`src/qrc_pkg.sv`:
```
// Package: timing constants and states for the quasi-resonant cycle control
package qrc_pkg;
   localparam int CLK_HZ = 40_000_000;
   localparam int MIN_PERIOD_NS = 8000;
   localparam int BLANK_NS = 3000;
   localparam int MAX_ON_NS = 50000;
   localparam int TIMEOUT_NS = 8000;
   localparam int RESTART_HOLD_NS = 100000;
   localparam int NS_PER_S = 1_000_000_000;
   localparam int CLK_NS = NS_PER_S / CLK_HZ;
   // Least times round up, longest times round down
   localparam int MIN_PERIOD_CYC = (MIN_PERIOD_NS + CLK_NS - 1) / CLK_NS;
   localparam int BLANK_CYC = (BLANK_NS + CLK_NS - 1) / CLK_NS;
   localparam int MAX_ON_CYC = MAX_ON_NS / CLK_NS;
   localparam int TIMEOUT_CYC = (TIMEOUT_NS + CLK_NS - 1) / CLK_NS;
   localparam int RESTART_HOLD_CYC = RESTART_HOLD_NS / CLK_NS;
   localparam int SS_STEPS = 255;
   localparam int CNT_W = 16;
   localparam int SS_W = 8;
   typedef enum logic [1:0] {
      QRC_RUN,
      QRC_RESTART,
      QRC_LATCH
   } qrc_mode_t;
endpackage : qrc_pkg

```
`src/qrc_cycle_ctrl.sv`:
```
// Cycle-by-cycle gate drive control for a quasi-resonant flyback stage
`timescale 1ns/100ps
module qrc_cycle_ctrl #(
   parameter int MIN_PERIOD_CYC = qrc_pkg::MIN_PERIOD_CYC,
   parameter int BLANK_CYC = qrc_pkg::BLANK_CYC,
   parameter int MAX_ON_CYC = qrc_pkg::MAX_ON_CYC,
   parameter int TIMEOUT_CYC = qrc_pkg::TIMEOUT_CYC,
   parameter int RESTART_HOLD_CYC = qrc_pkg::RESTART_HOLD_CYC
) (
   input wire logic clk,
   input wire logic rst_b,
   input wire logic peak_trip,
   input wire logic demag_cmp,
   input wire logic skip_req,
   input wire logic uv_cmp,
   input wire logic below_4v,
   input wire logic fault_timer_run,
   input wire logic fault_latch_req,
   output logic gate_drive_out,
   output logic restart_mode,
   output logic latched,
   output logic [qrc_pkg::SS_W-1:0] soft_start_level
);
   localparam int W = qrc_pkg::CNT_W;
   localparam int NSYNC = 7;
   localparam int SSW = qrc_pkg::SS_W;

   // Two-stage synchronisers, one per asynchronous input, all seven
   logic [NSYNC-1:0] async_in;
   logic [NSYNC-1:0] s1_r;
   logic [NSYNC-1:0] s2_r;
   assign async_in = {fault_latch_req, fault_timer_run, below_4v, uv_cmp,
                      skip_req, demag_cmp, peak_trip};
   genvar gi;
   generate
      for (gi = 0; gi < NSYNC; gi++) begin : g_sync
         always_ff @(posedge clk) begin
            if (!rst_b) begin
               s1_r[gi] <= 1'b0;
               s2_r[gi] <= 1'b0;
            end else begin
               s1_r[gi] <= async_in[gi];
               s2_r[gi] <= s1_r[gi];
            end
         end
      end
   endgenerate

   logic peak_s, demag_s, skip_s, uv_s, b4_s, ftr_s, flr_s;
   assign {flr_s, ftr_s, b4_s, uv_s, skip_s, demag_s, peak_s} = s2_r;

   logic gate_r, gate_nxt;
   logic demag_d_r, demag_d_nxt;
   logic skip_d_r, skip_d_nxt;
   logic [W-1:0] per_r, per_nxt;
   logic [W-1:0] blank_r, blank_nxt;
   logic [W-1:0] on_r, on_nxt;
   logic [W-1:0] to_r, to_nxt;
   logic [W-1:0] hold_r, hold_nxt;
   logic [qrc_pkg::SS_W-1:0] ss_r, ss_nxt;
   qrc_pkg::qrc_mode_t mode_r, mode_nxt;

   logic demag_rise, timeout_done, period_done, blank_done, set_ev;
   logic stop, too_long;
   logic set_ok;
   assign demag_rise = demag_s && !demag_d_r;
   assign period_done = (per_r == '0);
   assign blank_done = (blank_r == '0);
   assign timeout_done = (to_r == '0);
   // Timeout expiry stands in for a demag edge once ringing has died;
   // if skip holds the drive then, its release restarts instead
   assign set_ev = demag_rise || (to_r == W'(1))
                   || (timeout_done && !skip_s && skip_d_r);
   assign too_long = gate_r && (on_r == W'(MAX_ON_CYC - 1));
   assign stop = uv_s || (mode_r != qrc_pkg::QRC_RUN);
   assign set_ok = !stop && !skip_s && set_ev && period_done && blank_done;

   always_comb begin
      gate_nxt = gate_r;
      per_nxt = (per_r != '0) ? per_r - W'(1) : per_r;
      blank_nxt = (blank_r != '0) ? blank_r - W'(1) : blank_r;
      on_nxt = gate_r ? on_r + W'(1) : '0;
      to_nxt = (to_r != '0) ? to_r - W'(1) : to_r;
      hold_nxt = (hold_r != '0) ? hold_r - W'(1) : hold_r;
      ss_nxt = (ss_r != '1) ? ss_r + SSW'(1) : ss_r;
      mode_nxt = mode_r;
      demag_d_nxt = demag_s;
      skip_d_nxt = skip_s;
      if (demag_rise) begin
         to_nxt = W'(TIMEOUT_CYC);
      end
      if (!skip_s && skip_d_r) begin
         ss_nxt = '0;
      end
      if (gate_r) begin
         if (peak_s || stop || skip_s || too_long) begin
            gate_nxt = 1'b0;
            blank_nxt = W'(BLANK_CYC);
         end
      end else if (set_ok) begin
         gate_nxt = 1'b1;
         per_nxt = W'(MIN_PERIOD_CYC - 1);
      end
      unique case (mode_r)
         qrc_pkg::QRC_RUN: begin
            if (too_long) begin
               mode_nxt = qrc_pkg::QRC_RESTART;
               hold_nxt = W'(RESTART_HOLD_CYC);
            end
            if (flr_s || (uv_s && ftr_s)) begin
               mode_nxt = qrc_pkg::QRC_LATCH;
            end
         end
         qrc_pkg::QRC_RESTART: begin
            if (hold_r == '0 && !uv_s) begin
               mode_nxt = qrc_pkg::QRC_RUN;
               ss_nxt = '0;
            end
         end
         qrc_pkg::QRC_LATCH: begin
            if (b4_s) begin
               mode_nxt = qrc_pkg::QRC_RUN;
               ss_nxt = '0;
            end
         end
         default: mode_nxt = qrc_pkg::QRC_LATCH;
      endcase
   end

   always_ff @(posedge clk) begin
      if (!rst_b) begin
         gate_r <= 1'b0;
         per_r <= '0;
         blank_r <= '0;
         on_r <= '0;
         to_r <= '0;
         hold_r <= '0;
         ss_r <= '0;
         mode_r <= qrc_pkg::QRC_RUN;
         demag_d_r <= 1'b0;
         skip_d_r <= 1'b0;
      end else begin
         gate_r <= gate_nxt;
         per_r <= per_nxt;
         blank_r <= blank_nxt;
         on_r <= on_nxt;
         to_r <= to_nxt;
         hold_r <= hold_nxt;
         ss_r <= ss_nxt;
         mode_r <= mode_nxt;
         demag_d_r <= demag_d_nxt;
         skip_d_r <= skip_d_nxt;
      end
   end

   assign gate_drive_out = gate_r;
   assign restart_mode = (mode_r == qrc_pkg::QRC_RESTART);
   assign latched = (mode_r == qrc_pkg::QRC_LATCH);
   assign soft_start_level = ss_r;

   // Watch counters kept apart from the timers they check; they saturate
   // so a long idle spell never wraps into a false short gap
   logic [W-1:0] gap_r, gap_nxt;
   logic [W-1:0] low_r, low_nxt;

   always_comb begin
      gap_nxt = (gap_r != '1) ? gap_r + W'(1) : gap_r;
      low_nxt = (low_r != '1) ? low_r + W'(1) : low_r;
      if (gate_nxt && !gate_r) begin
         gap_nxt = '0;
      end
      if (gate_r && !gate_nxt) begin
         low_nxt = '0;
      end
   end

   always_ff @(posedge clk) begin
      if (!rst_b) begin
         gap_r <= '1;
         low_r <= '1;
      end else begin
         gap_r <= gap_nxt;
         low_r <= low_nxt;
      end
   end

   property p_period;
      @(posedge clk) disable iff (!rst_b)
      (gate_nxt && !gate_r) |-> (gap_r >= W'(MIN_PERIOD_CYC - 1));
   endproperty
   a_period: assert property (p_period)
      else $error("gate restarted early");

   property p_peak;
      @(posedge clk) disable iff (!rst_b)
      (gate_r && peak_s) |=> !gate_r;
   endproperty
   a_peak: assert property (p_peak) else $error("peak trip ignored");

   property p_maxon;
      @(posedge clk) disable iff (!rst_b)
      too_long |=> !gate_r && (restart_mode || latched);
   endproperty
   a_maxon: assert property (p_maxon)
      else $error("max on not enforced");

   property p_blank;
      @(posedge clk) disable iff (!rst_b)
      (gate_nxt && !gate_r) |-> (low_r >= W'(BLANK_CYC));
   endproperty
   a_blank: assert property (p_blank)
      else $error("restart in blanking");

   property p_set_cause;
      @(posedge clk) disable iff (!rst_b)
      $rose(gate_r) |-> $past(set_ev) && $past(period_done);
   endproperty
   a_set_cause: assert property (p_set_cause)
      else $error("set w/o cause");

   property p_skip;
      @(posedge clk) disable iff (!rst_b)
      skip_s |=> !$rose(gate_r);
   endproperty
   a_skip: assert property (p_skip) else $error("set during skip");

   property p_uv;
      @(posedge clk) disable iff (!rst_b)
      uv_s |=> !gate_r;
   endproperty
   a_uv: assert property (p_uv) else $error("uv did not stop");

   property p_latch;
      @(posedge clk) disable iff (!rst_b)
      (mode_r == qrc_pkg::QRC_RUN && uv_s && ftr_s) |=> latched;
   endproperty
   a_latch: assert property (p_latch) else $error("no latch-off");

   property p_latch_hold;
      @(posedge clk) disable iff (!rst_b)
      (latched && !b4_s) |=> latched && !gate_r;
   endproperty
   a_latch_hold: assert property (p_latch_hold)
      else $error("latch lost");

   property p_ss;
      @(posedge clk) disable iff (!rst_b)
      (!skip_s && skip_d_r) |=> (ss_r == '0);
   endproperty
   a_ss: assert property (p_ss) else $error("soft start not rearmed");
endmodule : qrc_cycle_ctrl

```
`config.mk`:
```
export PLATFORM = sky130hd
export DESIGN_NAME = qrc_cycle_ctrl
export DESIGN_NICKNAME = d
export VERILOG_FILES = /design/src/qrc_pkg.sv /design/src/qrc_cycle_ctrl.sv
export SDC_FILE = /design/constraint.sdc
export NUM_CORES = 1
export LEC_CHECK = 0
export BUFFER_PORTS_ARGS = -buffer_cell sky130_fd_sc_hd__buf_2
export CORE_MARGIN = 2
export CORE_UTILIZATION = 55
export CTS_CLUSTER_DIAMETER = 40
export DETAILED_ROUTE_END_ITERATION = 10
export GPL_TIMING_DRIVEN = 0
export PLACE_DENSITY = 0.76
export SETUP_SLACK_MARGIN = 0.1
export SYNTH_ARGS = -nofsm -noshare
export SYNTH_HDL_FRONTEND = slang
export SYNTH_SLANG_ARGS = --single-unit
```
`constraint.sdc`:
```
create_clock -name clk -period 3.83 [get_ports clk]
set_input_delay 0.383 -clock clk [delete_from_list [all_inputs] [get_ports clk]]
set_output_delay 0.383 -clock clk [all_outputs]
set_load 0.03 [all_outputs]
```
# After elaboration in Yosys (flattened, before gate mapping)
# Cells that the tools add are included.
# totals
register_bits,107
wordCells,100
# op_classes
addsub,6
n_eq_ne,8
muxes,24
n_bitwise,1
reduce_logical,36
# op_table
operator,count
$mux 16,9
$logic_not 16->1,4
$reduce_bool 16->1,4
$sub 16x1->16 const B,4
$mux 8,4
$mux 9,2
$add 16x1->16 const B,1
$eq 16x1->1 const B,1
$eq 16x11->1 const B,1
$pmux 8 s2,1
$logic_and 1x1->1,11
$add 8x1->8 const B,1
$mux 2,4
$ne 8x8->1 const B,1
$logic_or 1x1->1,7
$pmux 2 s3,1
$logic_not 1->1,4
$ne 2x1->1 const B,2
$reduce_bool 2->1,2
$mux 1,3
$ne 3x3->1 const B,1
$reduce_and 3->1,1
$eq 2x1->1 const B,1
$eq 2x2->1 const B,1
4 further kinds,4

# Depth between registers and ports, before layout
# logic_depth
ltp_word,9
mapped_depth,9

# Worst setup path after synthesis
# OpenSTA, ideal clock, no wires.
# synth_path
path_kind,reg2reg
from,"register gate_r, in the netlist gate_drive_out"
to,register mode_r[0]
setup_time_ns,0.075
t_arrival_ns,2.123
slack_ns,1.632
path_stages_with_launch,6
n_path_buf,0
period_less_slack_ns,2.198
cell_sequence,dfxtp_1 > or4b_2 > nor3_1 > nand2_1 > or4_1 > o22ai_1
# synth_between
elab_chain_len,3
# synth_lines
item,line,source
"start, declared",qrc_cycle_ctrl.sv:52,"logic gate_r, gate_nxt;"
"start signal, assigned",qrc_cycle_ctrl.sv:143,gate_r <= gate_nxt;
$logic_and 1x1->1,qrc_cycle_ctrl.sv:74,assign too_long = gate_r && (on_r == W'(MAX_ON_CYC - 1));
$ne 3x3->1 (no line),-,
$reduce_and 3->1 (no line),-,
"end signal, assigned",qrc_cycle_ctrl.sv:139,mode_r <= qrc_pkg::QRC_RUN;
"end signal, assigned",qrc_cycle_ctrl.sv:150,mode_r <= mode_nxt;
"end, declared",qrc_cycle_ctrl.sv:61,"qrc_pkg::qrc_mode_t mode_r, mode_nxt;"
# Every way passes these cells.
# A chain may end at the register's enable or synchronous reset.

# Worst setup path in the final report
# layout_path
from,"register gate_r, in the netlist gate_drive_out"
to,register blank_r[9]
# layout_between
elab_chain_len,4
# layout_lines
item,line,source
$logic_and 1x1->1,qrc_cycle_ctrl.sv:74,
$logic_or 1x1->1,qrc_cycle_ctrl.sv:96,if (peak_s || stop || skip_s || too_long) begin
$mux 16,qrc_cycle_ctrl.sv:96,
$mux 16 *,qrc_cycle_ctrl.sv:95,if (gate_r) begin
"end signal, assigned",qrc_cycle_ctrl.sv:145,blank_r <= blank_nxt;
"end, declared",qrc_cycle_ctrl.sv:56,"logic [W-1:0] blank_r, blank_nxt;"
# Mark *: on every way between the ends. The rest lies on a longest branch, timed or not.

==> report_table.html <==
<table>
<tr><th>Metric</th><th>Value</th></tr>
<tr><th colspan="2">Global route</th></tr>
<tr><td>Global-route wire length before repair</td><td>16.2 mm</td></tr>
<tr><td>Total track usage</td><td>20.1%</td></tr>
<tr><td>Number of global-route vias before repair</td><td>3752</td></tr>
<tr><td>Number of antenna violations at the first check in global routing</td><td>0</td></tr>
<tr><td>Maximum number of pins on one net before global-route repair</td><td>18</td></tr>
<tr><td>Gr ovfl total</td><td>0</td></tr>
<tr><th colspan="2">Final layout</th></tr>
<tr><td>Number of diodes</td><td>0</td></tr>
<tr><td>Count of non-filler cells in the finished layout</td><td>692</td></tr>
<tr><td>Layout cell share with drive strength beyond 1</td><td>8.73%</td></tr>
<tr><td>Leading cell types in the layout, fill and taps excluded</td><td>dfxtp_1, nor2_1, xor2_1</td></tr>
<tr><td>Area Growth Syn to Fin</td><td>9.84%</td></tr>
<tr><td>Count of nets after finishing</td><td>about 600</td></tr>
<tr><td>Most frequent standard cell in the layout excluding fill and tap cells</td><td>dfxtp_1</td></tr>
<tr><th colspan="2">Clocking</th></tr>
<tr><td>Root buffer selected by CTS</td><td>clkbuf_8</td></tr>
<tr><td>Depth of the CTS H-tree</td><td>3</td></tr>
<tr><td>Clock-pin transition on the worst setup and hold timing paths</td><td>100 ps</td></tr>
<tr><td>Clock latency reported for the late side of the worst-skew pair</td><td>370 ps</td></tr>
<tr><td>Cts hold-fix bufs</td><td>0</td></tr>
<tr><td>Clk buf depth</td><td>2</td></tr>
<tr><td>TritonCTS clock tree</td><td>done</td></tr>
<tr><td>Number of CTS-inserted buffers</td><td>9</td></tr>
<tr><td>Count of buffers added by post-CTS timing repair for setup</td><td>0</td></tr>
<tr><td>Cts repair resizes</td><td>0</td></tr>
<tr><td>Count of clock tree sinks</td><td>about 110</td></tr>
<tr><th colspan="2">Routing</th></tr>
<tr><td>Vias per cell</td><td>5.57</td></tr>
<tr><td>First-pass DRT Iterations</td><td>4</td></tr>
<tr><td>Total routed wirelength</td><td>between 9 and 10 mm</td></tr>
<tr><td>Number of DRC violations after detailed-routing iteration 0</td><td>103</td></tr>
<tr><td>Avg WL per Cell</td><td>13.4 µm</td></tr>
<tr><td>Routed Antenna Nets</td><td>0</td></tr>
<tr><td>Final routed DRC violation total</td><td>0</td></tr>
<tr><td>Total via count in the routed design</td><td>3855</td></tr>
<tr><th colspan="2">Place</th></tr>
<tr><td>Global placement routability congestion</td><td>a little over 0.8</td></tr>
<tr><td>Port Buf Inserts</td><td>19</td></tr>
<tr><td>HPWL after DPL</td><td>6.54 mm</td></tr>
<tr><td>Number of placed cells counting well taps</td><td>676</td></tr>
<tr><th colspan="2">Floorplan</th></tr>
<tr><td>Effective utilization at floorplan</td><td>56.3%</td></tr>
<tr><td>Io pins</td><td>20</td></tr>
<tr><td>Die boundary height</td><td>98.2 µm</td></tr>
<tr><td>Number of rows in the core area</td><td>34</td></tr>
<tr><td>Area enclosed by the die boundary</td><td>9650 µm²</td></tr>
<tr><td>Core area</td><td>8680 µm²</td></tr>
<tr><td>Die width</td><td>98.2 µm</td></tr>
<tr><th colspan="2">Timing</th></tr>
<tr><td>Clock tree skew after final layout</td><td>16.0 ps</td></tr>
<tr><td>Fraction of the cycle the final worst path needs</td><td>63.6%</td></tr>
<tr><td>Unrepaired setup endpoints after global routing</td><td>false</td></tr>
<tr><td>Measured slew at the worst slew-check pin</td><td>858 ps</td></tr>
<tr><td>Total of endpoints with negative setup slack in the final report</td><td>0</td></tr>
<tr><td>Final hold violation count</td><td>0</td></tr>
<tr><td>Number of max-slew violations in the final report</td><td>0</td></tr>
<tr><td>Normalized max-slew margin</td><td>42.1%</td></tr>
<tr><td>Post-route minimum period</td><td>2430 ps</td></tr>
<tr><td>FMAX</td><td>approximately 410 MHz</td></tr>
<tr><td>Final setup TNS</td><td>0 ps</td></tr>
<tr><th colspan="2">Critical path</th></tr>
<tr><td>Highest net fanout along the worst path</td><td>10</td></tr>
<tr><td>Arrival time worst endpoint</td><td>2700 ps</td></tr>
<tr><td>Slowest stage cell on the critical path</td><td>or4b_2</td></tr>
<tr><td>Biggest cell delay along the critical path</td><td>610 ps</td></tr>
<tr><td>Endpoint type of the worst setup path</td><td>flop</td></tr>
<tr><td>Classification of the worst setup path</td><td>reg -&gt; reg</td></tr>
<tr><td>Req. time, crit path</td><td>4100 ps</td></tr>
<tr><td>Crit path cell chain</td><td>or4b_2 -&gt; nor3_1 -&gt; a211oi_1 -&gt; o21ai_0 -&gt; buf_2 -&gt; nor2_1</td></tr>
<tr><td>Worst setup SP type</td><td>flop</td></tr>
<tr><th colspan="2">Power and ir drop</th></tr>
<tr><td>Standby leakage power</td><td>2.06 nW</td></tr>
<tr><td>Fraction of power spent switching nets</td><td>40.3%</td></tr>
<tr><td>Power per Cell Area</td><td>approximately 840 nW/µm²</td></tr>
<tr><td>Internal power summed over all cells</td><td>roughly 2.7 mW</td></tr>
<tr><td>Comb power frac</td><td>45.3%</td></tr>
<tr><td>Worst supply voltage drop on vdd</td><td>457 µV</td></tr>
<tr><td>Net switching power</td><td>1.82 mW</td></tr>
<tr><td>Seq pwr share</td><td>36.0%</td></tr>
<tr><td>Part of the power in the clock network</td><td>18.7%</td></tr>
<tr><td>Post-layout total power</td><td>between 4 and 5 mW</td></tr>
<tr><th colspan="2">Run status</th></tr>
<tr><td>Outcome</td><td>completed</td></tr>
<tr><th colspan="2">Logic synthesis</th></tr>
<tr><td>Share of flip-flops with an asynchronous set or reset after synthesis</td><td>0%</td></tr>
<tr><td>#FFs+latches synth</td><td>~110</td></tr>
<tr><td>Mean instance size in the synthesized netlist</td><td>between 8 and 9 µm²</td></tr>
<tr><td>Yosys warning total</td><td>0</td></tr>
<tr><td>Combined area of all synthesized cells</td><td>4880 µm²</td></tr>
<tr><td>Number of enable-type register cells in the synthesized netlist</td><td>0</td></tr>
<tr><td>Unique cell type count in the Yosys netlist</td><td>55</td></tr>
<tr><td>Gate Count Post-Synth</td><td>549</td></tr>
<tr><td>Sequential area share after synthesis</td><td>43.9%</td></tr>
<tr><td>Top flip-flop cell by instance count after synthesis</td><td>dfxtp_1</td></tr>
<tr><td>Number of nets produced by synthesis</td><td>about 570</td></tr>
<tr><th colspan="2">Run</th></tr>
<tr><td>Max_cap viols</td><td>0</td></tr>
<tr><th colspan="2">Min path</th></tr>
<tr><td>HP Class</td><td>in -&gt; reg</td></tr>
</table>
-- logic make-up (layout without fill, tap and decap cells) --
family	count (synthesis)	count (layout)	synth area share, %
DFF	107	107	43.9
xor gates and xnor gates	61	61	10.9
AOI/OAI and AO/OA	80	80	10.7
muxes	6	6	1.26
buffers and inverters	33	68	2.64
and+or+nand+nor	248	248	27.1
adders and majority gates	14	14	3.59
-- state kept, by name, summed over array words and instances (netlist names), 2 cells and up --
register,cells
blank_r,16
hold_r,16
on_r,16
per_r,16
to_r,16
soft_start_level,8
s1_r,7
mode_r,2
-- power by group through the flow --
stage                     clock network [mW]  registers [mW]  logic [mW]
after floorplan                            0            1.60        1.68
after global placement                     0            1.62        1.97
after detailed placement                   0            1.64        2.03
after CTS                              0.861            1.62        2.05
after global routing                   0.902            1.66        2.32
final                                  0.842            1.63        2.05
-- critical path, delay by kind of cell, from the launching register on --
family          cells  cell delay, ps
buf+inv             1             310
simple gates        3             990
compound gates      2             560
flops               1             490
-- stage by stage --
stage | worst slack (ps) | hold slack [ps] | util [%] | area [µm²]
2_1_floorplan | 1630 | 412 | - | 4880
3_3_place_gp | 1420 | 415 | 58.9 | 5110
3_5_place_dp | 1370 | 423 | 58.9 | 5110
4_1_cts | 1370 | 197 | 61.8 | 5370
5_1_grt | 1260 | 209 | 61.8 | 5370
6_report | 1400 | 214 | 61.8 | 5370
-- Yosys cell counts (6+ instances only) --
cell / number / share of area, %
nand2b_1: 8 / 1.0
nand3_1: 20 / 2.0
nor4_1: 13 / 1.7
and2_1: 17 / 2.2
a211oi_1: 7 / 1.1
ha_1: 14 / 3.6
xor2_1: 33 / 5.9
and3_1: 8 / 1.0
inv_1: 20 / 1.5
or4_1: 10 / 1.5
o21ai_0: 10 / 1.0
nand4_1: 12 / 1.5
nor2b_1: 7 / 0.90
nor3_1: 17 / 1.7
a21oi_1: 30 / 3.1
a31oi_1: 8 / 1.0
xnor2_1: 28 / 5.0
or3_1: 6 / 0.77
nor2_1: 86 / 6.6
nand2_1: 24 / 1.8
dfxtp_1: 107 / 44
clkbuf_1: 11 / 0.85
-- layout make-up --
class / count / area (µm²)
Buffer: 13 / 53.8
Clock buffer: 11 / 141
Clock inverter: 5 / 109
Fill cell: 754 / 3310
Inverter: 20 / 75.1
Multi-Input combinational cell: 409 / 2610
Sequential cell: 107 / 2140
Tap cell: 108 / 135
Timing Repair Buffer: 19 / 95.1
-- final timing paths --
| path | startpoint | end | slack (ps) | cells after the start |
|---|---|---|---|---|
| setup / recovery | gate_drive_out | blank_r[9] | 1400 | 6 |
| hold / removal | peak_trip | s1_r[0] | 210 | 2 |
| setup reg to reg | gate_drive_out | blank_r[9] | 1400 | 6 |
| hold reg to reg | s1_r[4] | b4_s | 440 | 1 |
-- per-layer routing --
layer  vias up  part of all wire, %  GRT usage, %  routed length (µm)
met5         -                    0             0                   0
met4         0                 0.60          5.80                  56
met3         4                  2.7          5.15                 249
met2        39                   49          36.0                4590
met1      1819                   47          23.7                4380
li1       1993                    -             -                   -
Note: power is estimated with default switching activity, not from simulation.
